$ cat src/shared/cal_pkg.sv
package cal_pkg;
   // Datapath geometry
   localparam int DATA_W = 8;
   localparam int NREG = 32;
   localparam int SEL_W = 5;
   localparam int WORD_K_W = 6;
   localparam int NIB_W = 4;
   // Status flag positions
   localparam int FLAG_W = 6;
   localparam int FLG_C = 0;
   localparam int FLG_Z = 1;
   localparam int FLG_N = 2;
   localparam int FLG_V = 3;
   localparam int FLG_S = 4;
   localparam int FLG_H = 5;
   // Clocks per operation class
   localparam int CYC_BYTE_OP = 1;
   localparam int CYC_WORD_OP = 2;

   typedef logic [DATA_W-1:0] cal_byte_t;
   typedef logic [SEL_W-1:0] cal_sel_t;

   // Constant values
   localparam cal_byte_t MASK_ALL = 8'hff;
   localparam cal_byte_t ZERO_BYTE = 8'h00;
   localparam cal_byte_t REG_RST = 8'h00;
   localparam logic [FLAG_W-1:0] FLAGS_RST = 6'h00;
   localparam cal_sel_t PAIR_STEP = 5'h01;

   // Operations accepted on the command port
   typedef enum logic [3:0] {
      OP_ADD,
      OP_ADD_WITH_CARRY,
      OP_WORD_ADD_IMMEDIATE,
      OP_SUBTRACT,
      OP_SUBTRACT_CONSTANT,
      OP_SUBTRACT_WITH_CARRY,
      OP_SUBTRACT_CARRY_CONSTANT,
      OP_WORD_SUBTRACT_IMMEDIATE,
      OP_AND,
      OP_AND_CONSTANT,
      OP_OR,
      OP_OR_CONSTANT,
      OP_EXCLUSIVE_OR,
      OP_BIT_SET_MASK,
      OP_BIT_CLEAR_MASK
   } cal_op_e;

   // Byte ALU functions
   typedef enum logic [2:0] {
      ALU_ADD,
      ALU_SUB,
      ALU_AND,
      ALU_OR,
      ALU_XOR
   } cal_alu_e;

   // Sequencer states
   typedef enum logic {
      ST_IDLE,
      ST_WORD_HI
   } cal_state_e;
endpackage

$ cat src/cal_regfile.sv
`timescale 1ns/10ps
module cal_regfile #(
   parameter int NREG = cal_pkg::NREG
) (
   // Clock, reset, enable
   input wire logic clk_sys,
   input wire logic sys_rst,
   input wire logic clk_en,
   // Write port
   input wire logic wr_en,
   input wire cal_pkg::cal_sel_t wr_sel,
   input wire cal_pkg::cal_byte_t wr_data,
   // Read ports
   input wire cal_pkg::cal_sel_t rd_a_sel,
   input wire cal_pkg::cal_sel_t rd_b_sel,
   input wire cal_pkg::cal_sel_t rd_c_sel,
   output cal_pkg::cal_byte_t rd_a,
   output cal_pkg::cal_byte_t rd_b,
   output cal_pkg::cal_byte_t rd_c
);
   cal_pkg::cal_byte_t mem_r [NREG];
   cal_pkg::cal_byte_t mem_nxt [NREG];

   // Reads are combinational so one op reads and writes in one clock
   assign rd_a = mem_r[rd_a_sel];
   assign rd_b = mem_r[rd_b_sel];
   assign rd_c = mem_r[rd_c_sel];

   // One write per clock; word ops spend two clocks for that reason
   always_comb begin
      for (int i = 0; i < NREG; i++) begin
         mem_nxt[i] = mem_r[i];
      end
      if (wr_en) begin
         mem_nxt[wr_sel] = wr_data;
      end
   end

   // Storage flip-flops, frozen while the clock enable is low
   always_ff @(posedge clk_sys) begin
      for (int i = 0; i < NREG; i++) begin
         if (sys_rst) begin
            mem_r[i] <= cal_pkg::REG_RST;
         end else if (clk_en) begin
            mem_r[i] <= mem_nxt[i];
         end
      end
   end
endmodule

$ cat src/cal_alu8.sv
`timescale 1ns/10ps
module cal_alu8 (
   // Operands
   input wire cal_pkg::cal_byte_t a,
   input wire cal_pkg::cal_byte_t b,
   input wire logic cin,
   input wire cal_pkg::cal_alu_e kind,
   // Result and flags
   output cal_pkg::cal_byte_t r,
   output logic c,
   output logic z,
   output logic n,
   output logic v,
   output logic h
);
   localparam int MSB = cal_pkg::DATA_W - 1;
   logic [cal_pkg::DATA_W:0] wide;
   logic [cal_pkg::NIB_W:0] nib;

   // Extra top bit gives carry or borrow without separate equations
   always_comb begin
      wide = '0;
      nib = '0;
      r = cal_pkg::ZERO_BYTE;
      c = 1'b0;
      v = 1'b0;
      h = 1'b0;
      case (kind)
         cal_pkg::ALU_ADD: begin
            wide = {1'b0, a} + {1'b0, b} + {{cal_pkg::DATA_W{1'b0}}, cin};
            nib = {1'b0, a[cal_pkg::NIB_W-1:0]} + {1'b0, b[cal_pkg::NIB_W-1:0]}
                  + {{cal_pkg::NIB_W{1'b0}}, cin};
            r = wide[MSB:0];
            c = wide[cal_pkg::DATA_W];
            h = nib[cal_pkg::NIB_W];
            v = (a[MSB] == b[MSB]) && (r[MSB] != a[MSB]);
         end
         cal_pkg::ALU_SUB: begin
            // Carry here means borrow, as the branch logic expects
            wide = {1'b0, a} - {1'b0, b} - {{cal_pkg::DATA_W{1'b0}}, cin};
            nib = {1'b0, a[cal_pkg::NIB_W-1:0]} - {1'b0, b[cal_pkg::NIB_W-1:0]}
                  - {{cal_pkg::NIB_W{1'b0}}, cin};
            r = wide[MSB:0];
            c = wide[cal_pkg::DATA_W];
            h = nib[cal_pkg::NIB_W];
            v = (a[MSB] != b[MSB]) && (r[MSB] != a[MSB]);
         end
         cal_pkg::ALU_AND: r = a & b;
         cal_pkg::ALU_OR: r = a | b;
         cal_pkg::ALU_XOR: r = a ^ b;
         default: r = cal_pkg::ZERO_BYTE;
      endcase
      z = (r == cal_pkg::ZERO_BYTE);
      n = r[MSB];
   end
endmodule

$ cat src/cal_core.sv
// Overview of operation
// - Add and add-carry: sum, five flags, 1 clock.
// - Word add immediate on pair, sign flag, 2 clocks.
// - Subtract register or constant, five flags, 1 clock.
// - Subtract register with carry, five flags, 1 clock.
// - Subtract constant with carry, five flags, 1 clock.
// - Word subtract immediate on pair, 2 clocks.
// - AND register or constant, Z N V, 1 clock.
// - OR and exclusive OR, Z N V, 1 clock.
// - Bit set ORs mask in, Z N V.
// - Bit clear ANDs inverted mask, Z N V.
`timescale 1ns/10ps
module cal_core #(
   parameter int NREG = cal_pkg::NREG
) (
   // Clock, reset, enable
   input wire logic clk_sys,
   input wire logic sys_rst,
   input wire logic clk_en,
   // Command
   input wire logic op_valid,
   input wire cal_pkg::cal_op_e op_code,
   input wire cal_pkg::cal_sel_t dst_sel,
   input wire cal_pkg::cal_sel_t source_register,
   input wire cal_pkg::cal_byte_t imm,
   // Register inspection
   input wire cal_pkg::cal_sel_t dbg_sel,
   output cal_pkg::cal_byte_t dbg_data_r,
   // Status
   output logic ready_r,
   output logic done_r,
   output cal_pkg::cal_byte_t result_r,
   output logic [cal_pkg::FLAG_W-1:0] flags_r
);
   cal_pkg::cal_state_e state_r, state_nxt;
   logic ready_nxt, done_nxt;
   logic wcarry_r, wcarry_nxt, wzero_r, wzero_nxt, wsub_r, wsub_nxt;
   cal_pkg::cal_sel_t hi_sel_r, hi_sel_nxt;
   cal_pkg::cal_byte_t result_nxt, dbg_data_nxt;
   logic [cal_pkg::FLAG_W-1:0] flags_nxt;
   logic take;
   cal_pkg::cal_sel_t rd_a_sel;
   cal_pkg::cal_byte_t rd_a, rd_b, rd_c;
   logic wr_en;
   cal_pkg::cal_sel_t wr_sel;
   cal_pkg::cal_byte_t alu_a, alu_b, alu_r;
   logic alu_cin, alu_c, alu_z, alu_n, alu_v, alu_h;
   cal_pkg::cal_alu_e alu_kind;

   // A command is taken only when idle and enabled
   assign take = clk_en && op_valid && ready_r;

   // Second word cycle reads the high register of the pair
   assign rd_a_sel = (state_r == cal_pkg::ST_WORD_HI) ? hi_sel_r : dst_sel;

   cal_regfile #(
      .NREG(NREG)
   ) u_regs (
      .clk_sys(clk_sys),
      .sys_rst(sys_rst),
      .clk_en(clk_en),
      .wr_en(wr_en),
      .wr_sel(wr_sel),
      .wr_data(alu_r),
      .rd_a_sel(rd_a_sel),
      .rd_b_sel(source_register),
      .rd_c_sel(dbg_sel),
      .rd_a(rd_a),
      .rd_b(rd_b),
      .rd_c(rd_c)
   );

   cal_alu8 u_alu (
      .a(alu_a),
      .b(alu_b),
      .cin(alu_cin),
      .kind(alu_kind),
      .r(alu_r),
      .c(alu_c),
      .z(alu_z),
      .n(alu_n),
      .v(alu_v),
      .h(alu_h)
   );

   // Operand selection and ALU function for each operation
   always_comb begin
      alu_a = rd_a;
      alu_b = rd_b;
      alu_cin = 1'b0;
      alu_kind = cal_pkg::ALU_ADD;
      if (state_r == cal_pkg::ST_WORD_HI) begin
         alu_b = cal_pkg::ZERO_BYTE;
         alu_cin = wcarry_r;
         alu_kind = wsub_r ? cal_pkg::ALU_SUB : cal_pkg::ALU_ADD;
      end else begin
         case (op_code)
            cal_pkg::OP_ADD_WITH_CARRY: alu_cin = flags_r[cal_pkg::FLG_C];
            cal_pkg::OP_WORD_ADD_IMMEDIATE: begin
               alu_b = {{(cal_pkg::DATA_W - cal_pkg::WORD_K_W){1'b0}},
                        imm[cal_pkg::WORD_K_W-1:0]};
            end
            cal_pkg::OP_SUBTRACT: alu_kind = cal_pkg::ALU_SUB;
            cal_pkg::OP_SUBTRACT_CONSTANT: begin
               alu_b = imm;
               alu_kind = cal_pkg::ALU_SUB;
            end
            cal_pkg::OP_SUBTRACT_WITH_CARRY: begin
               alu_cin = flags_r[cal_pkg::FLG_C];
               alu_kind = cal_pkg::ALU_SUB;
            end
            cal_pkg::OP_SUBTRACT_CARRY_CONSTANT: begin
               alu_b = imm;
               alu_cin = flags_r[cal_pkg::FLG_C];
               alu_kind = cal_pkg::ALU_SUB;
            end
            cal_pkg::OP_WORD_SUBTRACT_IMMEDIATE: begin
               alu_b = {{(cal_pkg::DATA_W - cal_pkg::WORD_K_W){1'b0}},
                        imm[cal_pkg::WORD_K_W-1:0]};
               alu_kind = cal_pkg::ALU_SUB;
            end
            cal_pkg::OP_AND: alu_kind = cal_pkg::ALU_AND;
            cal_pkg::OP_AND_CONSTANT: begin
               alu_b = imm;
               alu_kind = cal_pkg::ALU_AND;
            end
            cal_pkg::OP_OR: alu_kind = cal_pkg::ALU_OR;
            cal_pkg::OP_OR_CONSTANT: begin
               alu_b = imm;
               alu_kind = cal_pkg::ALU_OR;
            end
            cal_pkg::OP_EXCLUSIVE_OR: alu_kind = cal_pkg::ALU_XOR;
            cal_pkg::OP_BIT_SET_MASK: begin
               alu_b = imm;
               alu_kind = cal_pkg::ALU_OR;
            end
            cal_pkg::OP_BIT_CLEAR_MASK: begin
               alu_b = cal_pkg::MASK_ALL - imm;
               alu_kind = cal_pkg::ALU_AND;
            end
            default: alu_kind = cal_pkg::ALU_ADD;
         endcase
      end
   end

   // Sequencer, write strobe and flag update
   always_comb begin
      state_nxt = state_r;
      ready_nxt = ready_r;
      done_nxt = 1'b0;
      wcarry_nxt = wcarry_r;
      wzero_nxt = wzero_r;
      wsub_nxt = wsub_r;
      hi_sel_nxt = hi_sel_r;
      result_nxt = result_r;
      flags_nxt = flags_r;
      dbg_data_nxt = rd_c;
      wr_en = 1'b0;
      wr_sel = dst_sel;
      case (state_r)
         cal_pkg::ST_IDLE: begin
            if (take) begin
               wr_en = 1'b1;
               result_nxt = alu_r;
               if (op_code == cal_pkg::OP_WORD_ADD_IMMEDIATE ||
                   op_code == cal_pkg::OP_WORD_SUBTRACT_IMMEDIATE) begin
                  hi_sel_nxt = dst_sel + cal_pkg::PAIR_STEP;
                  wcarry_nxt = alu_c;
                  wzero_nxt = alu_z;
                  wsub_nxt = (op_code == cal_pkg::OP_WORD_SUBTRACT_IMMEDIATE);
                  state_nxt = cal_pkg::ST_WORD_HI;
                  ready_nxt = 1'b0;
               end else begin
                  done_nxt = 1'b1;
                  flags_nxt[cal_pkg::FLG_Z] = alu_z;
                  flags_nxt[cal_pkg::FLG_N] = alu_n;
                  flags_nxt[cal_pkg::FLG_V] = alu_v;
                  if (alu_kind == cal_pkg::ALU_ADD || alu_kind == cal_pkg::ALU_SUB) begin
                     flags_nxt[cal_pkg::FLG_C] = alu_c;
                     flags_nxt[cal_pkg::FLG_H] = alu_h;
                  end
               end
            end
         end
         cal_pkg::ST_WORD_HI: begin
            if (clk_en) begin
               wr_en = 1'b1;
               wr_sel = hi_sel_r;
               result_nxt = alu_r;
               done_nxt = 1'b1;
               flags_nxt[cal_pkg::FLG_Z] = wzero_r && alu_z;
               flags_nxt[cal_pkg::FLG_C] = alu_c;
               flags_nxt[cal_pkg::FLG_N] = alu_n;
               flags_nxt[cal_pkg::FLG_V] = alu_v;
               flags_nxt[cal_pkg::FLG_S] = alu_n ^ alu_v;
               state_nxt = cal_pkg::ST_IDLE;
               ready_nxt = 1'b1;
            end
         end
         default: state_nxt = cal_pkg::ST_IDLE;
      endcase
   end

   // State registers; everything holds while the enable is low
   always_ff @(posedge clk_sys) begin
      if (sys_rst) begin
         state_r <= cal_pkg::ST_IDLE;
         ready_r <= 1'b1;
         done_r <= 1'b0;
         wcarry_r <= 1'b0;
         wzero_r <= 1'b0;
         wsub_r <= 1'b0;
         hi_sel_r <= '0;
         result_r <= cal_pkg::ZERO_BYTE;
         flags_r <= cal_pkg::FLAGS_RST;
         dbg_data_r <= cal_pkg::ZERO_BYTE;
      end else if (clk_en) begin
         state_r <= state_nxt;
         ready_r <= ready_nxt;
         done_r <= done_nxt;
         wcarry_r <= wcarry_nxt;
         wzero_r <= wzero_nxt;
         wsub_r <= wsub_nxt;
         hi_sel_r <= hi_sel_nxt;
         result_r <= result_nxt;
         flags_r <= flags_nxt;
         dbg_data_r <= dbg_data_nxt;
      end
   end
endmodule

$ cat config.mk
export PLATFORM = sky130hd
export DESIGN_NAME = cal_core
export DESIGN_NICKNAME = d
export VERILOG_FILES = /design/src/shared/cal_pkg.sv /design/src/cal_regfile.sv /design/src/cal_alu8.sv /design/src/cal_core.sv
export SDC_FILE = /design/constraint.sdc
export NUM_CORES = 1
export LEC_CHECK = 0
export BUFFER_PORTS_ARGS = -buffer_cell sky130_fd_sc_hd__buf_2
export CAP_MARGIN = 20
export CORE_ASPECT_RATIO = 0.75
export CORE_MARGIN = 5
export CORE_UTILIZATION = 50
export DETAILED_ROUTE_END_ITERATION = 10
export GPL_ROUTABILITY_DRIVEN = 0
export MAX_ROUTING_LAYER = met4
export PLACE_DENSITY = 0.66
export SYNTH_ARGS = -nofsm -noshare
export SYNTH_HDL_FRONTEND = slang
export SYNTH_SLANG_ARGS = --single-unit
$ cat constraint.sdc
create_clock -name clk_sys -period 9.6 [get_ports clk_sys]
set_input_delay 1.92 -clock clk_sys [delete_from_list [all_inputs] [get_ports clk_sys]]
set_output_delay 1.92 -clock clk_sys [all_outputs]
set_load 0.1 [all_outputs]
==> flow_metrics.py <==
metrics = {
    "setup_path": {
        "crit_top_cell": "a21o_1",
        "cp.arrival_ns": 7.57,
        "cp.required_ns": 9.93,
        "path_max_fanout": 38,
        "crit_path_cell_trace": "buf_2, mux2_4, mux4_2, nand2_1, a31oi_1, mux2i_1, inv_1, fa_1, a21o_1, a21o_1, a21o_1, a21oi_1, nor4b_1, a221oi_1, o211a_1, buf_4, a21oi_1",
        "cp_slowest_cell": "o211a_1",
        "crit_path_end_kind": "flip-flop",
        "critPathKind": "in2reg",
        "critPathLaunchType": "primary input",
        "slowest_delay_ns": 0.81,
    },
    "yosys": {
        "synthArstFlopShare": 0,
        "synth_area_per_cell_sq_um": 11.5,
        "muxShareOfSynthArea": 0.266,
        "synthesis.area_sq_um": 20400,
        "ys_types": 62,
        "synth_area_leaders": "edfxtp_1 (38%), mux4_2 (24%), a211oi_1 (8.9%)",
        "ys.warnings.count": 0,
        "synth_edf_count": 256,
        "synth-seq-cells": 289,
        "yosysMostFrequentCell": "nor2_1",
        "synth_common_cells": "nor2_1 (323), edfxtp_1 (256), a211oi_1 (241)",
        "synth_top_family_by_area": "multiplexers",
        "netlist.area_leader.share": 0.376,
        "syn_nets": 1847,
        "ys_seq_area_frac": 0.409,
        "synth_ff_type": "edfxtp_1",
        "synth_xor_area_frac": 0.00429,
        "synth-simple-area-share": 0.104,
        "synth_compound_area_frac": 0.154,
        "synth_fa_ha_area_frac": 0.0217,
        "synthCells": 1783,
        "yosysTopAreaCell": "edfxtp_1",
    },
    "cts": {
        "clk_pin_slew_worst_paths_ns": 0.06,
        "cts_setup_buffers": 0,
        "numCtsBuffers": 30,
        "post_cts_resized": 0,
        "cts-root-buf": "clkbuf_16",
        "clk_latency_ns": 0.59,
        "cts_tree": "done",
        "postCtsHoldBufs": 0,
        "clk_path_buf_depth": 3,
        "cts_sinks": 289,
        "htree_levels": 1,
    },
    "layout": {
        "drive_gt1_frac": 0.234,
        "fill_cells": 3360,
        "nNetsFinal": 1816,
        "final_area_sq_um": 22300,
        "area_growth_pct": 9.20,
    },
    "detailed_routing": {
        "vias": 16500,
        "totalWireLength_um": 66900,
        "drt_iter0_drc": 2715,
        "vias_per_cell": 7.17,
        "dr.pass1.iters": 6,
        "drc": 0,
        "antenna_left": 0,
        "wl_per_cell_um": 29.0,
    },
    "sta": {
        "final.period_utilization": 0.754,
        "holdWs_ns": 0.455,
        "skew_ns": 0.0252,
        "post-route-min-period_ns": 7.24,
        "setup_viol": 0,
        "worst_slew_pin_slew_ns": 1.19,
        "tns_ns": 0,
        "timing.fmax_ghz": 0.138,
        "drv_slew": 0,
        "maxSlewHeadroom": 0.206,
        "hold_viol": 0,
        "rsz0062_at_grt": "no",
    },
    "global_route": {
        "track_usage": 0.300,
        "grt_pass1_wl_um": 100000,
        "grt_max_degree": 176,
        "antenna_found_initial": 2,
        "grt_pass1_vias": 15000,
        "grt_overflow": 0,
    },
    "placement": {
        "dpl_cell_area_sq_um": 21200,
        "hpwlAfterDp_um": 44100,
        "port_buffers": 54,
    },
    "floorplanning": {
        "dieHeight_um": 185,
        "design.die.area_sq_um": 45000,
        "initial_core_util": 0.503,
        "fp.dieW_um": 243,
        "rows": 64,
        "ios": 55,
        "coreArea_sq_um": 40600,
    },
    "power_and_ir_drop": {
        "powerDensity_nw_per_um2": 182,
        "p_leak_uw": 0.00767,
        "ir_drop_uv": 187,
    },
    "run": {
        "max_cap_viol_count": 0,
    },
    "status": {
        "outcome": "complete, no violations",
    },
    "min_path": {
        "hold_path.class": "reg2reg",
    },
}
## worst paths after layout
path / from / endpoint / slack, ns / depth (start not counted)
max: dst_sel[0] / u_regs.mem_r[7][5]$_SDFFCE_PN0P_ / 2.36 / 17
min reg2reg: result_r[0]$_SDFFE_PP0P_ / result_r[0]$_SDFFE_PP0P_ / 0.45 / 2
max reg2reg: state_r$_SDFFE_PP0P_ / u_regs.mem_r[7][5]$_SDFFCE_PN0P_ / 2.86 / 16
min: result_r[0]$_SDFFE_PP0P_ / result_r[0]$_SDFFE_PP0P_ / 0.45 / 2
## cell usage in the layout (no fill, tap or decap), types with 6 or more instances in the layout
| cell type | instances |
|---|---|
| dfxtp_1 | 33 |
| a21o_1 | 6 |
| a21oi_1 | 66 |
| ha_1 | 29 |
| edfxtp_1 | 256 |
| o221ai_1 | 6 |
| o22ai_1 | 9 |
| buf_2 | 52 |
| buf_4 | 53 |
| nand2b_1 | 14 |
| and3_1 | 20 |
| o21ai_0 | 57 |
| nand3_1 | 11 |
| nor2_1 | 316 |
| nor2_2 | 7 |
| o211ai_1 | 7 |
| mux2i_1 | 39 |
| a31oi_1 | 19 |
| a211oi_1 | 241 |
| nor3_1 | 10 |
| clkbuf_8 | 7 |
| mux2_2 | 8 |
| nand2_1 | 109 |
| inv_1 | 38 |
| xnor2_1 | 8 |
| clkbuf_16 | 32 |
| mux4_2 | 216 |
## final cells by class
cell class,count,area (sq um),area share
repair buffers,111,761,0.0341
clock buffers,42,908,0.0407
flip-flops and latches,289,8350,0.374
inverters,39,154,0.00690
diodes,1,2.50,0.000112
clock inverters,14,156,0.00701
multi-input cells,1281,11300,0.507
well taps,528,661,0.0296
## state kept, by name, summed over array words and instances, names as in the netlist
name,flops
u_regs.mem_r,256
dbg_data_r,8
result_r,8
flags_r,6
hi_sel_r,5
done_r,1
ready_r,1
state_r,1
wcarry_r,1
wsub_r,1
wzero_r,1
## stage by stage
stage,power [uW],cells,setup WS (ns),utilization
after floorplan,2390,1783,1.62,-
after global placement,2720,2242,1.78,0.521
after detailed placement,2740,2243,1.61,0.522
after CTS,4000,2299,2.22,0.548
after global routing,4190,2305,2.04,0.549
final,4050,2305,2.36,0.549
## worst max-delay path: cells and delay by family
| family | cells | cell delay [ns] |
|---|---|---|
| multiplexers | 3 | 1.83 |
| AND/OR/NAND/NOR | 2 | 0.20 |
| AO/OA/AOI/OAI | 8 | 2.22 |
| buffers and inverters | 3 | 0.82 |
| adder cells (fa/ha/maj) | 1 | 0.50 |
## power by group
group,switching [uW],internal (uW),leakage (uW)
sequential,98.7,1480,0.00299
clock,534,740,0.000526
combinational,771,430,0.00415
## per-layer routing
metal  vias to the layer above  GRT usage  routed length [um]
li1                       6980          -                   -
met1                      8148      0.450               27000
met2                      1278      0.396               27200
met3                       119      0.108               11100
met4                         0     0.0563                1660
met5                         -          -                   0
## kinds of logic (layout without fill, tap and decap cells)
family / after synthesis / count (layout)
AND/OR/NAND/NOR: 513 / 513
AO/OA/AOI/OAI: 456 / 456
flip-flops: 289 / 289
multiplexers: 269 / 269
buffers and inverters: 213 / 206
adder cells (fa/ha/maj): 33 / 33
XOR/XNOR: 10 / 10
other: 0 / 1
Power figures use the tool's default switching activity.
